[src/hw/ep_pkg.sv]
// Shared constants for the endpoint status flag block.
`default_nettype none
package ep_pkg;
  localparam int ADDR_W = 8;
  localparam int DATA_W = 32;
  localparam int FLAG_W = 7;
  localparam int CFG_W = 3;

  // Register byte offsets.
  localparam logic [ADDR_W-1:0] ADDR_CFG = 8'h00;
  localparam logic [ADDR_W-1:0] ADDR_FLAGS = 8'h04;
  localparam logic [ADDR_W-1:0] ADDR_IRQ_STAT = 8'h08;
  localparam logic [ADDR_W-1:0] ADDR_IRQ_MASK = 8'h0C;

  // Flag positions, shared by the flag, status and mask registers.
  localparam int B_IN_CMP = 0;
  localparam int B_OUT0 = 1;
  localparam int B_SETUP = 2;
  localparam int B_STALL_CRC = 3;
  localparam int B_INRDY = 4;
  localparam int B_STALL_REQ = 5;
  localparam int B_OUT1 = 6;

  // Configuration field positions.
  localparam int C_TYPE_LO = 0;
  localparam int C_TYPE_HI = 1;
  localparam int C_PINGPONG = 2;

  localparam logic [FLAG_W-1:0] FLAGS_RST = 7'h00;
  localparam logic [FLAG_W-1:0] MASK_RST = 7'h00;
  localparam logic [CFG_W-1:0] CFG_RST = 3'h0;

  typedef enum logic [1:0] {
    EP_CONTROL = 2'h0,
    EP_ISO = 2'h1,
    EP_BULK = 2'h2,
    EP_INTR = 2'h3
  } ep_type_e;

  typedef enum logic [1:0] {
    HS_ACK = 2'h0,
    HS_NAK = 2'h1,
    HS_STALL = 2'h2
  } hs_code_e;

  localparam logic [1:0] RESP_OKAY = 2'h0;
  localparam logic [1:0] RESP_SLVERR = 2'h2;
endpackage
`default_nettype wire

[src/hw/irq_if.sv]
// Connection between the flag block and its interrupt unit.
`timescale 1ns/1ps
`default_nettype none
interface irq_if;
  logic [ep_pkg::FLAG_W-1:0] ev;
  logic [ep_pkg::FLAG_W-1:0] clr;
  logic mask_we;
  logic [ep_pkg::FLAG_W-1:0] mask_wd;
  logic [ep_pkg::FLAG_W-1:0] status;
  logic [ep_pkg::FLAG_W-1:0] mask;
  logic irq;
  modport unit (input ev, clr, mask_we, mask_wd,
    output status, mask, irq);
  modport owner (output ev, clr, mask_we, mask_wd,
    input status, mask, irq);
endinterface
`default_nettype wire

[src/hw/ep_irq_unit.sv]
// Sticky interrupt status, mask and the level interrupt.
`timescale 1ns/1ps
`default_nettype none
module ep_irq_unit (
  input wire logic sys_clk,
  input wire logic reset_n,
  irq_if.unit bus
);
  logic [ep_pkg::FLAG_W-1:0] status_r;
  logic [ep_pkg::FLAG_W-1:0] status_nxt;
  logic [ep_pkg::FLAG_W-1:0] mask_r;
  logic irq_r;

  // An event in the cycle of its clear wins, so nothing is lost.
  genvar i;
  generate
    for (i = 0; i < ep_pkg::FLAG_W; i++) begin : g_stat
      assign status_nxt[i] = bus.ev[i] | (status_r[i] & ~bus.clr[i]);
    end
  endgenerate

  always_ff @(posedge sys_clk or negedge reset_n) begin
    if (!reset_n) begin
      status_r <= ep_pkg::FLAGS_RST;
      mask_r <= ep_pkg::MASK_RST;
      irq_r <= 1'b0;
    end else begin
      status_r <= status_nxt;
      if (bus.mask_we) begin
        mask_r <= bus.mask_wd;
      end
      irq_r <= |(status_nxt & (bus.mask_we ? bus.mask_wd : mask_r));
    end
  end

  assign bus.status = status_r;
  assign bus.mask = mask_r;
  assign bus.irq = irq_r;
endmodule
`default_nettype wire

[src/hw/usb_ep_flags.sv]
// Endpoint handshake and status flags with an AXI4-Lite register port.
`timescale 1ns/1ps
`default_nettype none
// Function
// RL1 - Stall request set answers next handshake with STALL.
// RL2 - Valid SETUP clears stall request on control.
// RL3 - Sent STALL sets stall-sent flag, interrupt. On isochronous endpoints the code ignores a sent STALL.
// RL4 - Isochronous: flag shows CRC error, read-only.
// RL5 - SETUP sets its flag, clears others, interrupt. On isochronous endpoints the code keeps the CRC flag.
// RL6 - Firmware clears setup flag after reading data.
// RL7 - OUT stored in bank 0 sets flag, interrupt.
// RL8 - Bank 0 flag set NAKs OUT, except isochronous.
// RL9 - Control: early SETUP may overwrite held bank.
// RL10 - Firmware clears OUT flag after reading data.
// RL11 - IN sent or ACKed sets complete flag, interrupt.
// RL12 - Firmware clears complete flag before next ready.
// RL13 - Ready set by firmware, cleared after send/ACK.
// RL14 - Ping-pong bank 1 flag sets, NAKs until cleared. On isochronous endpoints the code does not NAK it.
module usb_ep_flags (
  input wire logic sys_clk,
  input wire logic reset_n,
  input wire logic [ep_pkg::ADDR_W-1:0] s_axi_awaddr,
  input wire logic s_axi_awvalid,
  output logic s_axi_awready,
  input wire logic [ep_pkg::DATA_W-1:0] s_axi_wdata,
  input wire logic [3:0] s_axi_wstrb,
  input wire logic s_axi_wvalid,
  output logic s_axi_wready,
  output logic [1:0] s_axi_bresp,
  output logic s_axi_bvalid,
  input wire logic s_axi_bready,
  input wire logic [ep_pkg::ADDR_W-1:0] s_axi_araddr,
  input wire logic s_axi_arvalid,
  output logic s_axi_arready,
  output logic [ep_pkg::DATA_W-1:0] s_axi_rdata,
  output logic [1:0] s_axi_rresp,
  output logic s_axi_rvalid,
  input wire logic s_axi_rready,
  input wire logic setup_rx,
  input wire logic out_rx,
  input wire logic out_bank,
  input wire logic crc_err,
  input wire logic in_done,
  input wire logic stall_done,
  input wire logic hs_req,
  input wire logic hs_is_out,
  input wire logic hs_bank,
  output logic hs_valid,
  output logic [1:0] hs_code,
  output logic in_ready,
  output logic irq
);
  logic aw_full_r;
  logic w_full_r;
  logic [ep_pkg::ADDR_W-1:0] awaddr_r;
  logic [ep_pkg::DATA_W-1:0] wdata_r;
  logic [3:0] wstrb_r;
  logic [ep_pkg::FLAG_W-1:0] flags_r;
  logic [ep_pkg::FLAG_W-1:0] flags_nxt;
  logic [ep_pkg::CFG_W-1:0] cfg_r;

  irq_if irqc ();

  ep_irq_unit u_irq (
    .sys_clk(sys_clk),
    .reset_n(reset_n),
    .bus(irqc.unit)
  );

  // Write path: address and data are caught separately, then applied.
  wire aw_take = s_axi_awvalid & s_axi_awready;
  wire w_take = s_axi_wvalid & s_axi_wready;
  wire wr_fire = aw_full_r & w_full_r & ~s_axi_bvalid;
  wire b_done = s_axi_bvalid & s_axi_bready;
  wire lane0 = wstrb_r[0];
  wire wa_cfg = awaddr_r == ep_pkg::ADDR_CFG;
  wire wa_flags = awaddr_r == ep_pkg::ADDR_FLAGS;
  wire wa_stat = awaddr_r == ep_pkg::ADDR_IRQ_STAT;
  wire wa_mask = awaddr_r == ep_pkg::ADDR_IRQ_MASK;
  wire wa_hit = wa_cfg | wa_flags | wa_stat | wa_mask;
  wire wr_cfg = wr_fire & wa_cfg & lane0;
  wire wr_flags = wr_fire & wa_flags & lane0;
  wire [ep_pkg::FLAG_W-1:0] wd = wdata_r[ep_pkg::FLAG_W-1:0];
  // Hardware-set flags are cleared by writing zero to their bit, except the CRC flag on isochronous endpoints.
  wire [ep_pkg::FLAG_W-1:0] fw_clr = wr_flags ? ~wd : '0;

  // Read path decode.
  wire ar_take = s_axi_arvalid & s_axi_arready;
  wire r_done = s_axi_rvalid & s_axi_rready;
  wire ra_cfg = s_axi_araddr == ep_pkg::ADDR_CFG;
  wire ra_flags = s_axi_araddr == ep_pkg::ADDR_FLAGS;
  wire ra_stat = s_axi_araddr == ep_pkg::ADDR_IRQ_STAT;
  wire ra_mask = s_axi_araddr == ep_pkg::ADDR_IRQ_MASK;
  wire ra_hit = ra_cfg | ra_flags | ra_stat | ra_mask;
  wire [ep_pkg::DATA_W-1:0] rd_word =
    ra_cfg ? ep_pkg::DATA_W'(cfg_r) :
    ra_flags ? ep_pkg::DATA_W'(flags_r) :
    ra_stat ? ep_pkg::DATA_W'(irqc.status) :
    ra_mask ? ep_pkg::DATA_W'(irqc.mask) : '0;

  // Endpoint configuration.
  wire [1:0] ep_type = cfg_r[ep_pkg::C_TYPE_HI:ep_pkg::C_TYPE_LO];
  wire is_iso = ep_type == ep_pkg::EP_ISO;
  wire is_ctrl = ep_type == ep_pkg::EP_CONTROL;
  wire pingpong = cfg_r[ep_pkg::C_PINGPONG];

  wire out0_in = out_rx & ~out_bank;
  wire out1_in = out_rx & out_bank & pingpong;
  wire stall_ev = stall_done & ~is_iso;

  // A valid SETUP wipes every other flag, stall request included, except the CRC flag on isochronous endpoints.
  assign flags_nxt[ep_pkg::B_SETUP] = setup_rx |
    (flags_r[ep_pkg::B_SETUP] & ~fw_clr[ep_pkg::B_SETUP]); // RL5
  assign flags_nxt[ep_pkg::B_STALL_REQ] = setup_rx ? 1'b0 : // RL2
    wr_flags ? wd[ep_pkg::B_STALL_REQ] :
    flags_r[ep_pkg::B_STALL_REQ];
  // Firmware arming in the same cycle as a completion keeps the arm.
  assign flags_nxt[ep_pkg::B_INRDY] = setup_rx ? 1'b0 :
    wr_flags ? wd[ep_pkg::B_INRDY] :
    in_done ? 1'b0 : flags_r[ep_pkg::B_INRDY]; // RL13
  assign flags_nxt[ep_pkg::B_IN_CMP] = ~setup_rx & (in_done |
    (flags_r[ep_pkg::B_IN_CMP] & ~fw_clr[ep_pkg::B_IN_CMP])); // RL11
  assign flags_nxt[ep_pkg::B_OUT0] = ~setup_rx & (out0_in |
    (flags_r[ep_pkg::B_OUT0] & ~fw_clr[ep_pkg::B_OUT0])); // RL7
  assign flags_nxt[ep_pkg::B_OUT1] = ~setup_rx & (out1_in |
    (flags_r[ep_pkg::B_OUT1] & ~fw_clr[ep_pkg::B_OUT1])); // RL14
  // On isochronous endpoints the bit tracks each reception only.
  assign flags_nxt[ep_pkg::B_STALL_CRC] = is_iso ?
    (out_rx ? crc_err : flags_r[ep_pkg::B_STALL_CRC]) : // RL4
    ~setup_rx & (stall_ev |
    (flags_r[ep_pkg::B_STALL_CRC] & ~fw_clr[ep_pkg::B_STALL_CRC])); // RL3

  // Interrupt events share the flag layout.
  assign irqc.ev[ep_pkg::B_IN_CMP] = in_done & ~setup_rx; // RL11
  assign irqc.ev[ep_pkg::B_OUT0] = out0_in & ~setup_rx; // RL7
  assign irqc.ev[ep_pkg::B_SETUP] = setup_rx; // RL5
  assign irqc.ev[ep_pkg::B_STALL_CRC] = stall_ev & ~setup_rx; // RL3
  assign irqc.ev[ep_pkg::B_INRDY] = 1'b0;
  assign irqc.ev[ep_pkg::B_STALL_REQ] = 1'b0;
  assign irqc.ev[ep_pkg::B_OUT1] = out1_in & ~setup_rx; // RL14
  assign irqc.clr = (wr_fire & wa_stat & lane0) ? wd : '0;
  assign irqc.mask_we = wr_fire & wa_mask & lane0;
  assign irqc.mask_wd = wd;

  // Handshake choice; SETUP never passes through here, so a held
  // bank never blocks it.
  wire nak_out = ~is_iso & ((~hs_bank & flags_r[ep_pkg::B_OUT0]) |
    (hs_bank & pingpong & flags_r[ep_pkg::B_OUT1])); // RL8 RL14 RL9
  wire nak_in = ~flags_r[ep_pkg::B_INRDY];
  wire [1:0] hs_pick =
    flags_r[ep_pkg::B_STALL_REQ] ? ep_pkg::HS_STALL : // RL1
    (hs_is_out ? nak_out : nak_in) ? ep_pkg::HS_NAK :
    ep_pkg::HS_ACK;

  always_ff @(posedge sys_clk or negedge reset_n) begin
    if (!reset_n) begin
      flags_r <= ep_pkg::FLAGS_RST;
      cfg_r <= ep_pkg::CFG_RST;
    end else begin
      flags_r <= flags_nxt;
      if (wr_cfg) begin
        cfg_r <= wdata_r[ep_pkg::CFG_W-1:0];
      end
    end
  end

  always_ff @(posedge sys_clk or negedge reset_n) begin
    if (!reset_n) begin
      hs_valid <= 1'b0;
      hs_code <= ep_pkg::HS_ACK;
      in_ready <= 1'b0;
      irq <= 1'b0;
    end else begin
      hs_valid <= hs_req;
      if (hs_req) begin
        hs_code <= hs_pick;
      end
      in_ready <= flags_nxt[ep_pkg::B_INRDY];
      irq <= irqc.irq;
    end
  end

  // The ready lines drop while a word is held, so a second write
  // waits until the response has been taken.
  always_ff @(posedge sys_clk or negedge reset_n) begin
    if (!reset_n) begin
      aw_full_r <= 1'b0;
      w_full_r <= 1'b0;
      s_axi_awready <= 1'b1;
      s_axi_wready <= 1'b1;
      awaddr_r <= '0;
      wdata_r <= '0;
      wstrb_r <= '0;
    end else if (b_done) begin
      aw_full_r <= 1'b0;
      w_full_r <= 1'b0;
      s_axi_awready <= 1'b1;
      s_axi_wready <= 1'b1;
    end else begin
      if (aw_take) begin
        aw_full_r <= 1'b1;
        s_axi_awready <= 1'b0;
        awaddr_r <= s_axi_awaddr;
      end
      if (w_take) begin
        w_full_r <= 1'b1;
        s_axi_wready <= 1'b0;
        wdata_r <= s_axi_wdata;
        wstrb_r <= s_axi_wstrb;
      end
    end
  end

  always_ff @(posedge sys_clk or negedge reset_n) begin
    if (!reset_n) begin
      s_axi_bvalid <= 1'b0;
      s_axi_bresp <= ep_pkg::RESP_OKAY;
    end else if (wr_fire) begin
      s_axi_bvalid <= 1'b1;
      s_axi_bresp <= wa_hit ? ep_pkg::RESP_OKAY : ep_pkg::RESP_SLVERR;
    end else if (b_done) begin
      s_axi_bvalid <= 1'b0;
    end
  end

  always_ff @(posedge sys_clk or negedge reset_n) begin
    if (!reset_n) begin
      s_axi_arready <= 1'b1;
      s_axi_rvalid <= 1'b0;
      s_axi_rdata <= '0;
      s_axi_rresp <= ep_pkg::RESP_OKAY;
    end else if (ar_take) begin
      s_axi_arready <= 1'b0;
      s_axi_rvalid <= 1'b1;
      s_axi_rdata <= rd_word;
      s_axi_rresp <= ra_hit ? ep_pkg::RESP_OKAY : ep_pkg::RESP_SLVERR;
    end else if (r_done) begin
      s_axi_arready <= 1'b1;
      s_axi_rvalid <= 1'b0;
    end
  end

  // Mask as the unit applies it to an event: a mask write in the same
  // cycle counts at once.
  wire [ep_pkg::FLAG_W-1:0] mask_eff =
    irqc.mask_we ? irqc.mask_wd : irqc.mask;
endmodule
`default_nettype wire

[config.mk]
export PLATFORM = sky130hd
export DESIGN_NAME = usb_ep_flags
export DESIGN_NICKNAME = d
export VERILOG_FILES = /design/src/hw/ep_pkg.sv /design/src/hw/irq_if.sv /design/src/hw/ep_irq_unit.sv /design/src/hw/usb_ep_flags.sv
export SDC_FILE = /design/constraint.sdc
export NUM_CORES = 1
export LEC_CHECK = 0
export ABC_AREA = 1
export BUFFER_PORTS_ARGS = -buffer_cell sky130_fd_sc_hd__buf_2
export CAP_MARGIN = 20
export CORE_ASPECT_RATIO = 0.9
export CORE_UTILIZATION = 50
export DETAILED_ROUTE_END_ITERATION = 6
export PLACE_DENSITY = 0.79
export SLEW_MARGIN = 10
export SYNTH_ARGS = -nofsm -noshare
export SYNTH_HDL_FRONTEND = slang
export SYNTH_HIERARCHICAL = 1
export SYNTH_SLANG_ARGS = --single-unit
[constraint.sdc]
create_clock -name sys_clk -period 2.4 [get_ports sys_clk]
set_clock_uncertainty 0.15 [all_clocks]
set_input_delay 0.72 -clock sys_clk [delete_from_list [all_inputs] [get_ports sys_clk]]
set_output_delay 0.72 -clock sys_clk [all_outputs]
set_load 0.05 [all_outputs]
# ---- After elaboration in Yosys (flattened, before gate mapping)
# Index checks and enable logic that the tools add are counted.
dict set report op_classes {
  mux 33
  bitwise 81
  n_reduce_logical 10
  n_eq_ne 8
}
# operator n
set op_table {}
lappend op_table {{7-bit 2-to-1 mux} 7}
lappend op_table {{1-bit bitwise AND} 43}
lappend op_table {{8-bit by 4-bit equality test with 1-bit output (second input constant)} 4}
lappend op_table {{1-bit 2-to-1 mux} 23}
lappend op_table {{1-bit NOT} 19}
lappend op_table {{1-bit OR} 17}
lappend op_table {{8-bit by 3-bit equality test with 1-bit output (second input constant)} 2}
lappend op_table {{8-bit zero test} 2}
lappend op_table {{2-bit nonzero test} 5}
lappend op_table {{7-bit bitwise AND} 1}
lappend op_table {{7-bit NOT} 1}
lappend op_table {{7-bit OR reduction} 1}
lappend op_table {{2-bit 2-to-1 mux} 3}
lappend op_table {{2-bit AND reduction} 2}
lappend op_table {{2-bit by 1-bit equality test with 1-bit output (second input constant)} 1}
lappend op_table {{2-bit != test (second input constant)} 1}
dict set report totals {
  in_bits 68
  output_inout_bits 46
  word_cells 156
  register_bits 89
}

# ---- Depth between registers and ports, before layout
dict set report logic_depth {
  word_depth 10
  mapped_depth 14
  mapped_depth_nobuf 13
}

# ---- By module
# The synthesis kept the hierarchy.
# mod cells_each area_each_um2 n_inst seq_area_each_um2
set by_module_without_submodules {}
lappend by_module_without_submodules {usb_ep_flags 301 2454.9 1 1154.9}
lappend by_module_without_submodules {ep_irq_unit 77 661.9 1 375.4}

# ---- Worst setup path after synthesis
# No wires, ideal clock.
dict set report synth_path {
  kind {register to register}
  startpoint {register s_axi_bvalid}
  endpoint {register u_irq.irq_r (netlist: u_irq/bus.irq)}
  stages_incl_launch_ff 13
  path_buffers 1
  synth_period_minus_slack_ns 1.976
  setup_ns 0.119
  slack_ns 0.424
  t_arrival_ns 1.707
  path_cell_list {dfrtp_1 > inv_2 > nand3_4 > inv_1 > nand3_2 > or2_1 > buf_6 > nor2_2 > inv_1 > a21oi_1 > nor2_1 > nor2_1 > nand2_1}
}
dict set report synth_between {
  elab_chain_len 10
  elab_cells_between_ends 29
  cone_classes {mux (2); bitwise (26); reduce/logical (1)}
}
# element line_no
set synth_lines {}
lappend synth_lines {{start: declaration} usb_ep_flags.sv:30} ;# output logic s_axi_bvalid,
lappend synth_lines {{start signal: assignment} usb_ep_flags.sv:216} ;# s_axi_bvalid <= 1'b0;
lappend synth_lines {{start signal: assignment} usb_ep_flags.sv:219} ;# s_axi_bvalid <= 1'b1;
lappend synth_lines {{start signal: assignment} usb_ep_flags.sv:222} ;# s_axi_bvalid <= 1'b0;
lappend synth_lines {{1-bit NOT} usb_ep_flags.sv:73} ;# wire wr_fire = aw_full_r & w_full_r & ~s_axi_bvalid;
lappend synth_lines {{1-bit bitwise AND} usb_ep_flags.sv:73}
lappend synth_lines {{1-bit bitwise AND (2 in a row)} usb_ep_flags.sv:141} ;# assign irqc.clr = (wr_fire & wa_stat & lane0) ? wd : '0;
lappend synth_lines {{7-bit 2-to-1 mux} usb_ep_flags.sv:141}
lappend synth_lines {{named net irqc.clr (one bit)} irq_if.sv:6} ;# logic [ep_pkg::FLAG_W-1:0] clr;
lappend synth_lines {{1-bit NOT} ep_irq_unit.sv:18} ;# assign status_nxt[i] = bus.ev[i] | (status_r[i] & ~bus.clr[i]);
lappend synth_lines {{1-bit bitwise AND} ep_irq_unit.sv:18}
lappend synth_lines {{1-bit OR} ep_irq_unit.sv:18}
lappend synth_lines {{7-bit bitwise AND} ep_irq_unit.sv:32} ;# irq_r <= |(status_nxt & (bus.mask_we ? bus.mask_wd : mask_r));
lappend synth_lines {{7-bit OR reduction} ep_irq_unit.sv:32}
lappend synth_lines {{end signal: assignment} ep_irq_unit.sv:32}
lappend synth_lines {{end: declaration} ep_irq_unit.sv:12} ;# logic irq_r;
# The timed path passes the listed nets, and every way through them passes these cells.
# A chain may end at the register's enable or synchronous reset.

# ---- Worst setup path in the final report
dict set report layout_path {
  startpoint {register awaddr_r[5] (netlist bit)}
  endpoint {register u_irq.irq_r (netlist: u_irq/bus.irq)}
}
dict set report layout_between {
  elab_chain_len 9
  elab_cells_between_ends 29
  cone_classes {eq/ne (2); mux (2); bitwise (24); reduce/logical (1)}
}
# element line_no
set layout_lines {}
lappend layout_lines {{start: declaration} usb_ep_flags.sv:55} ;# logic [ep_pkg::ADDR_W-1:0] awaddr_r;
lappend layout_lines {{start signal: assignment} usb_ep_flags.sv:203} ;# awaddr_r <= s_axi_awaddr;
lappend layout_lines {{8-bit by 4-bit equality test with 1-bit output} usb_ep_flags.sv:78} ;# wire wa_stat = awaddr_r == ep_pkg::ADDR_IRQ_STAT;
lappend layout_lines {{1-bit bitwise AND (2 in a row)} usb_ep_flags.sv:141}
lappend layout_lines {{7-bit 2-to-1 mux} usb_ep_flags.sv:141}
lappend layout_lines {{named net irqc.clr (one bit)} irq_if.sv:6}
lappend layout_lines {{1-bit NOT} ep_irq_unit.sv:18}
lappend layout_lines {{1-bit bitwise AND} ep_irq_unit.sv:18}
lappend layout_lines {{1-bit OR} ep_irq_unit.sv:18}
lappend layout_lines {{7-bit bitwise AND} ep_irq_unit.sv:32}
lappend layout_lines {{7-bit OR reduction} ep_irq_unit.sv:32}
# The timed path passes the listed nets, and every way through them passes these cells.

==> flow_summary.toml <==
[clock_network]
cts_buffers = 9
clk_latency_ps = 340
post_cts_buffers = 0
ctsHoldBuffers = 0
cts_tree = "done"
clk_path_buf_depth = 2
cts_root_buf = "clkbuf_8"
cts-htree-levels = 3
cts.clk_slew.worst_paths_ps = 70
cts_resized = 0
cts_sinks = 61

[yosys]
ys_seq_area_share_pct = 49.10
yosysUniqueCellTypes = 31
synth_seq_cells = 61
ys_warn_count = 6
synthesis.area_um2 = 3117
syn_avg_cell_area_um2 = 8.245
synth_cells = 378

[sta]
final.period_utilization_pct = 84.40
worst-slew-pin-transition_ps = 567.0
worst_slack_ps = 374.3
tns_ps = 0
setup_violations = 0
period_needed_ps = 2026
rsz0062_at_grt = "no"
hold_viol = 0
max_freq_mhz = 493.7
maxSlewViolCount = 0
slew_headroom_pct = 62.20

[critical_path]
crit_required_ps = 2480
cp.arrival_ps = 2100
reg2reg_depth = 11
end_kind = "register"
path_max_fanout = 7
start_kind = "register"
ff2ff_setup_slack_ps = 370
r2r_start = "awaddr_r[5]"
path_class = "reg2reg"
cp-startpoint = "awaddr_r[5]"
crit_path_end = "u_irq/bus.irq"
reg2reg_to = "u_irq/bus.irq"

[pwr]
power_w = 0.003629
peakVddDrop_mv = 0.6210
combPwrFrac_pct = 26.5
power_density_nw_per_um2 = 988.1
internal_power_w = 0.002366
power_switching_w = 0.001262
p_sw_share_pct = 34.79
seqPwrFrac_pct = 41.5
leakage_nw = 2.026
clkPwrFrac_pct = 32.0

[route]
wl_per_cell_um = 11.94
vias_per_cell = 4.795
drc_errors = 0
first_pass_iters = 4
vias = 2503
ant_nets = 0
wirelength_um = 6233
drtIter0Drc = 174

[final_layout]
diodes = 0
drive_gt1_share_pct = 26.77
syn2layout_area_growth_pct = 17.82
fill_cells = 523
nets = 515

[floorplan]
rows = 26
core-area_um2 = 5856
fp.dieH_um = 76.90
dieWidth_um = 85.23
boundaryPins = 114
initial_core_util_pct = 53.23
dieArea_um2 = 6554

[global_routing]
grt_pass1_vias = 2335
grt_usage_pct = 20.86
grt_pass1_wl_um = 10560
grt_overflow = 0
antenna_found_initial = 0
grt_max_degree = 24

[place]
dp_hpwl_um = 4737
portBuffers = 58
gp_congestion = 0.8359
pre_cts_ws_ps = 379.7

[run]
drv.max_cap_violation_count = 0

[outcome]
status = "completed"

[hold_path]
min_path_type = "reg2reg"
cells by family (layout without fill, tap and decap cells):
logic type             after synthesis  after routing  synth area share [%]
AO/OA/AOI/OAI                       42             42                 7.346
buffers and inverters               90            136                 14.89
flip-flops                          61             61                 49.10
multiplexers                         8              8                 2.891
other                                1             29                0.1203
AND/OR/NAND/NOR                    176            176                 25.65
worst max-delay path, stage by stage (launching register included):
cell and delay (ps):
dfrtp_1 390, nor2_2 120, nand2_2 80, nor2b_4 140
nand3_2 80, or2_1 350, nor2_2 120, inv_1 50
a21oi_1 170, nor2_1 70, nor2_1 140, nand2_1 60
synthesized netlist by cell type, drive strengths merged:
cell | instances | area, µm²
nand2 | 99 | 409.1
dfrtp | 58 | 1451
inv | 58 | 222.7
nor2 | 45 | 201.5
buf | 31 | 237.7
nand3 | 28 | 157.7
o21ai | 17 | 85.08
a21oi | 15 | 75.07
mux2 | 8 | 90.09
o22ai | 4 | 25.02
dfstp | 3 | 78.83
o211ai | 3 | 22.52
a21boi | 1 | 7.510
a31oi | 1 | 6.260
clkbuf | 1 | 3.750
conb | 1 | 3.750
nor2b | 1 | 13.76
nor3 | 1 | 5.000
nor4 | 1 | 6.260
o21bai | 1 | 7.510
or2 | 1 | 6.260
layout make-up:
type / count / area [µm²] / area share, %
multi-input cells: 255 / 1227 / 33.42
repair buffers: 62 / 345.3 / 9.404
well taps: 70 / 87.58 / 2.385
clock buffers: 13 / 168.9 / 4.600
flip-flops and latches: 61 / 1530 / 41.67
inverters: 58 / 222.7 / 6.065
clock inverters: 3 / 90.09 / 2.453
worst min-delay path by stage:
stage	start	cells past startpoint	slack (ps)	to
final	u_irq/bus.irq	0	210	irq
after global routing	u_irq/bus.irq	0	230	irq
after CTS	u_irq/bus.irq	0	200	irq
after detailed placement	u_irq/bus.irq	0	190	irq
after global placement	u_irq/bus.irq	0	190	irq
after floorplan	u_irq/bus.irq	0	180	irq
routing by layer:
layer,up-vias,global-route usage (%),routed length [µm]
met5,-,0,0
met4,0,6.949,78
met3,9,6.028,416
met2,92,32.82,2847
met1,1138,27.64,2890
li1,1264,-,-
sequential cells by signal, indices dropped and copies added (netlist names):
name,count
flags_r,7
s_axi_rresp,1
cfg_r,3
w_full_r,1
s_axi_wready,1
s_axi_bvalid,1
hs_code,2
wdata_r,7
aw_full_r,1
s_axi_rvalid,1
s_axi_bresp,1
wstrb_r,1
s_axi_rdata,7
u_irq/bus.status,7
hs_valid,1
awaddr_r,8
s_axi_arready,1
s_axi_awready,1
u_irq/bus.irq,1
irq,1
u_irq/bus.mask,7
metrics by stage:
stage / std cells / instance area [µm²] / hold WS [ps] / util (%)
global route: 522 / 3672 / 227.0 / 62.71
global placement: 506 / 3413 / 185.4 / 58.29
floorplan: 406 / 3222 / 181.2 / -
detailed placement: 506 / 3413 / 194.9 / 58.29
finish: 522 / 3672 / 206.5 / 62.71
CTS: 522 / 3672 / 204.5 / 62.71
power by group through the flow:
stage / registers, W / logic [W] / clock network [W]
after floorplan: 0.00165 / 0.000591 / 0
after global placement: 0.00151 / 0.000931 / 0
after detailed placement: 0.00152 / 0.000961 / 0
after CTS: 0.00150 / 0.000973 / 0.00118
after global routing: 0.00154 / 0.00107 / 0.00123
final: 0.00151 / 0.000962 / 0.00116
placed cells by master (no fill, tap or decap), types with 4 or more instances in the layout:
cell,netlist,final
a21oi_1,15,15
buf_2,1,58
clkbuf_8,0,12
conb_1,1,29
dfrtp_1,58,58
inv_1,54,54
mux2_2,8,8
nand2_1,86,86
nand2_2,12,12
nand3_1,26,26
nor2_1,32,32
nor2_2,13,13
o21ai_0,16,16
o22ai_1,4,4
No activity file was read; power rests on OpenSTA's default activity.
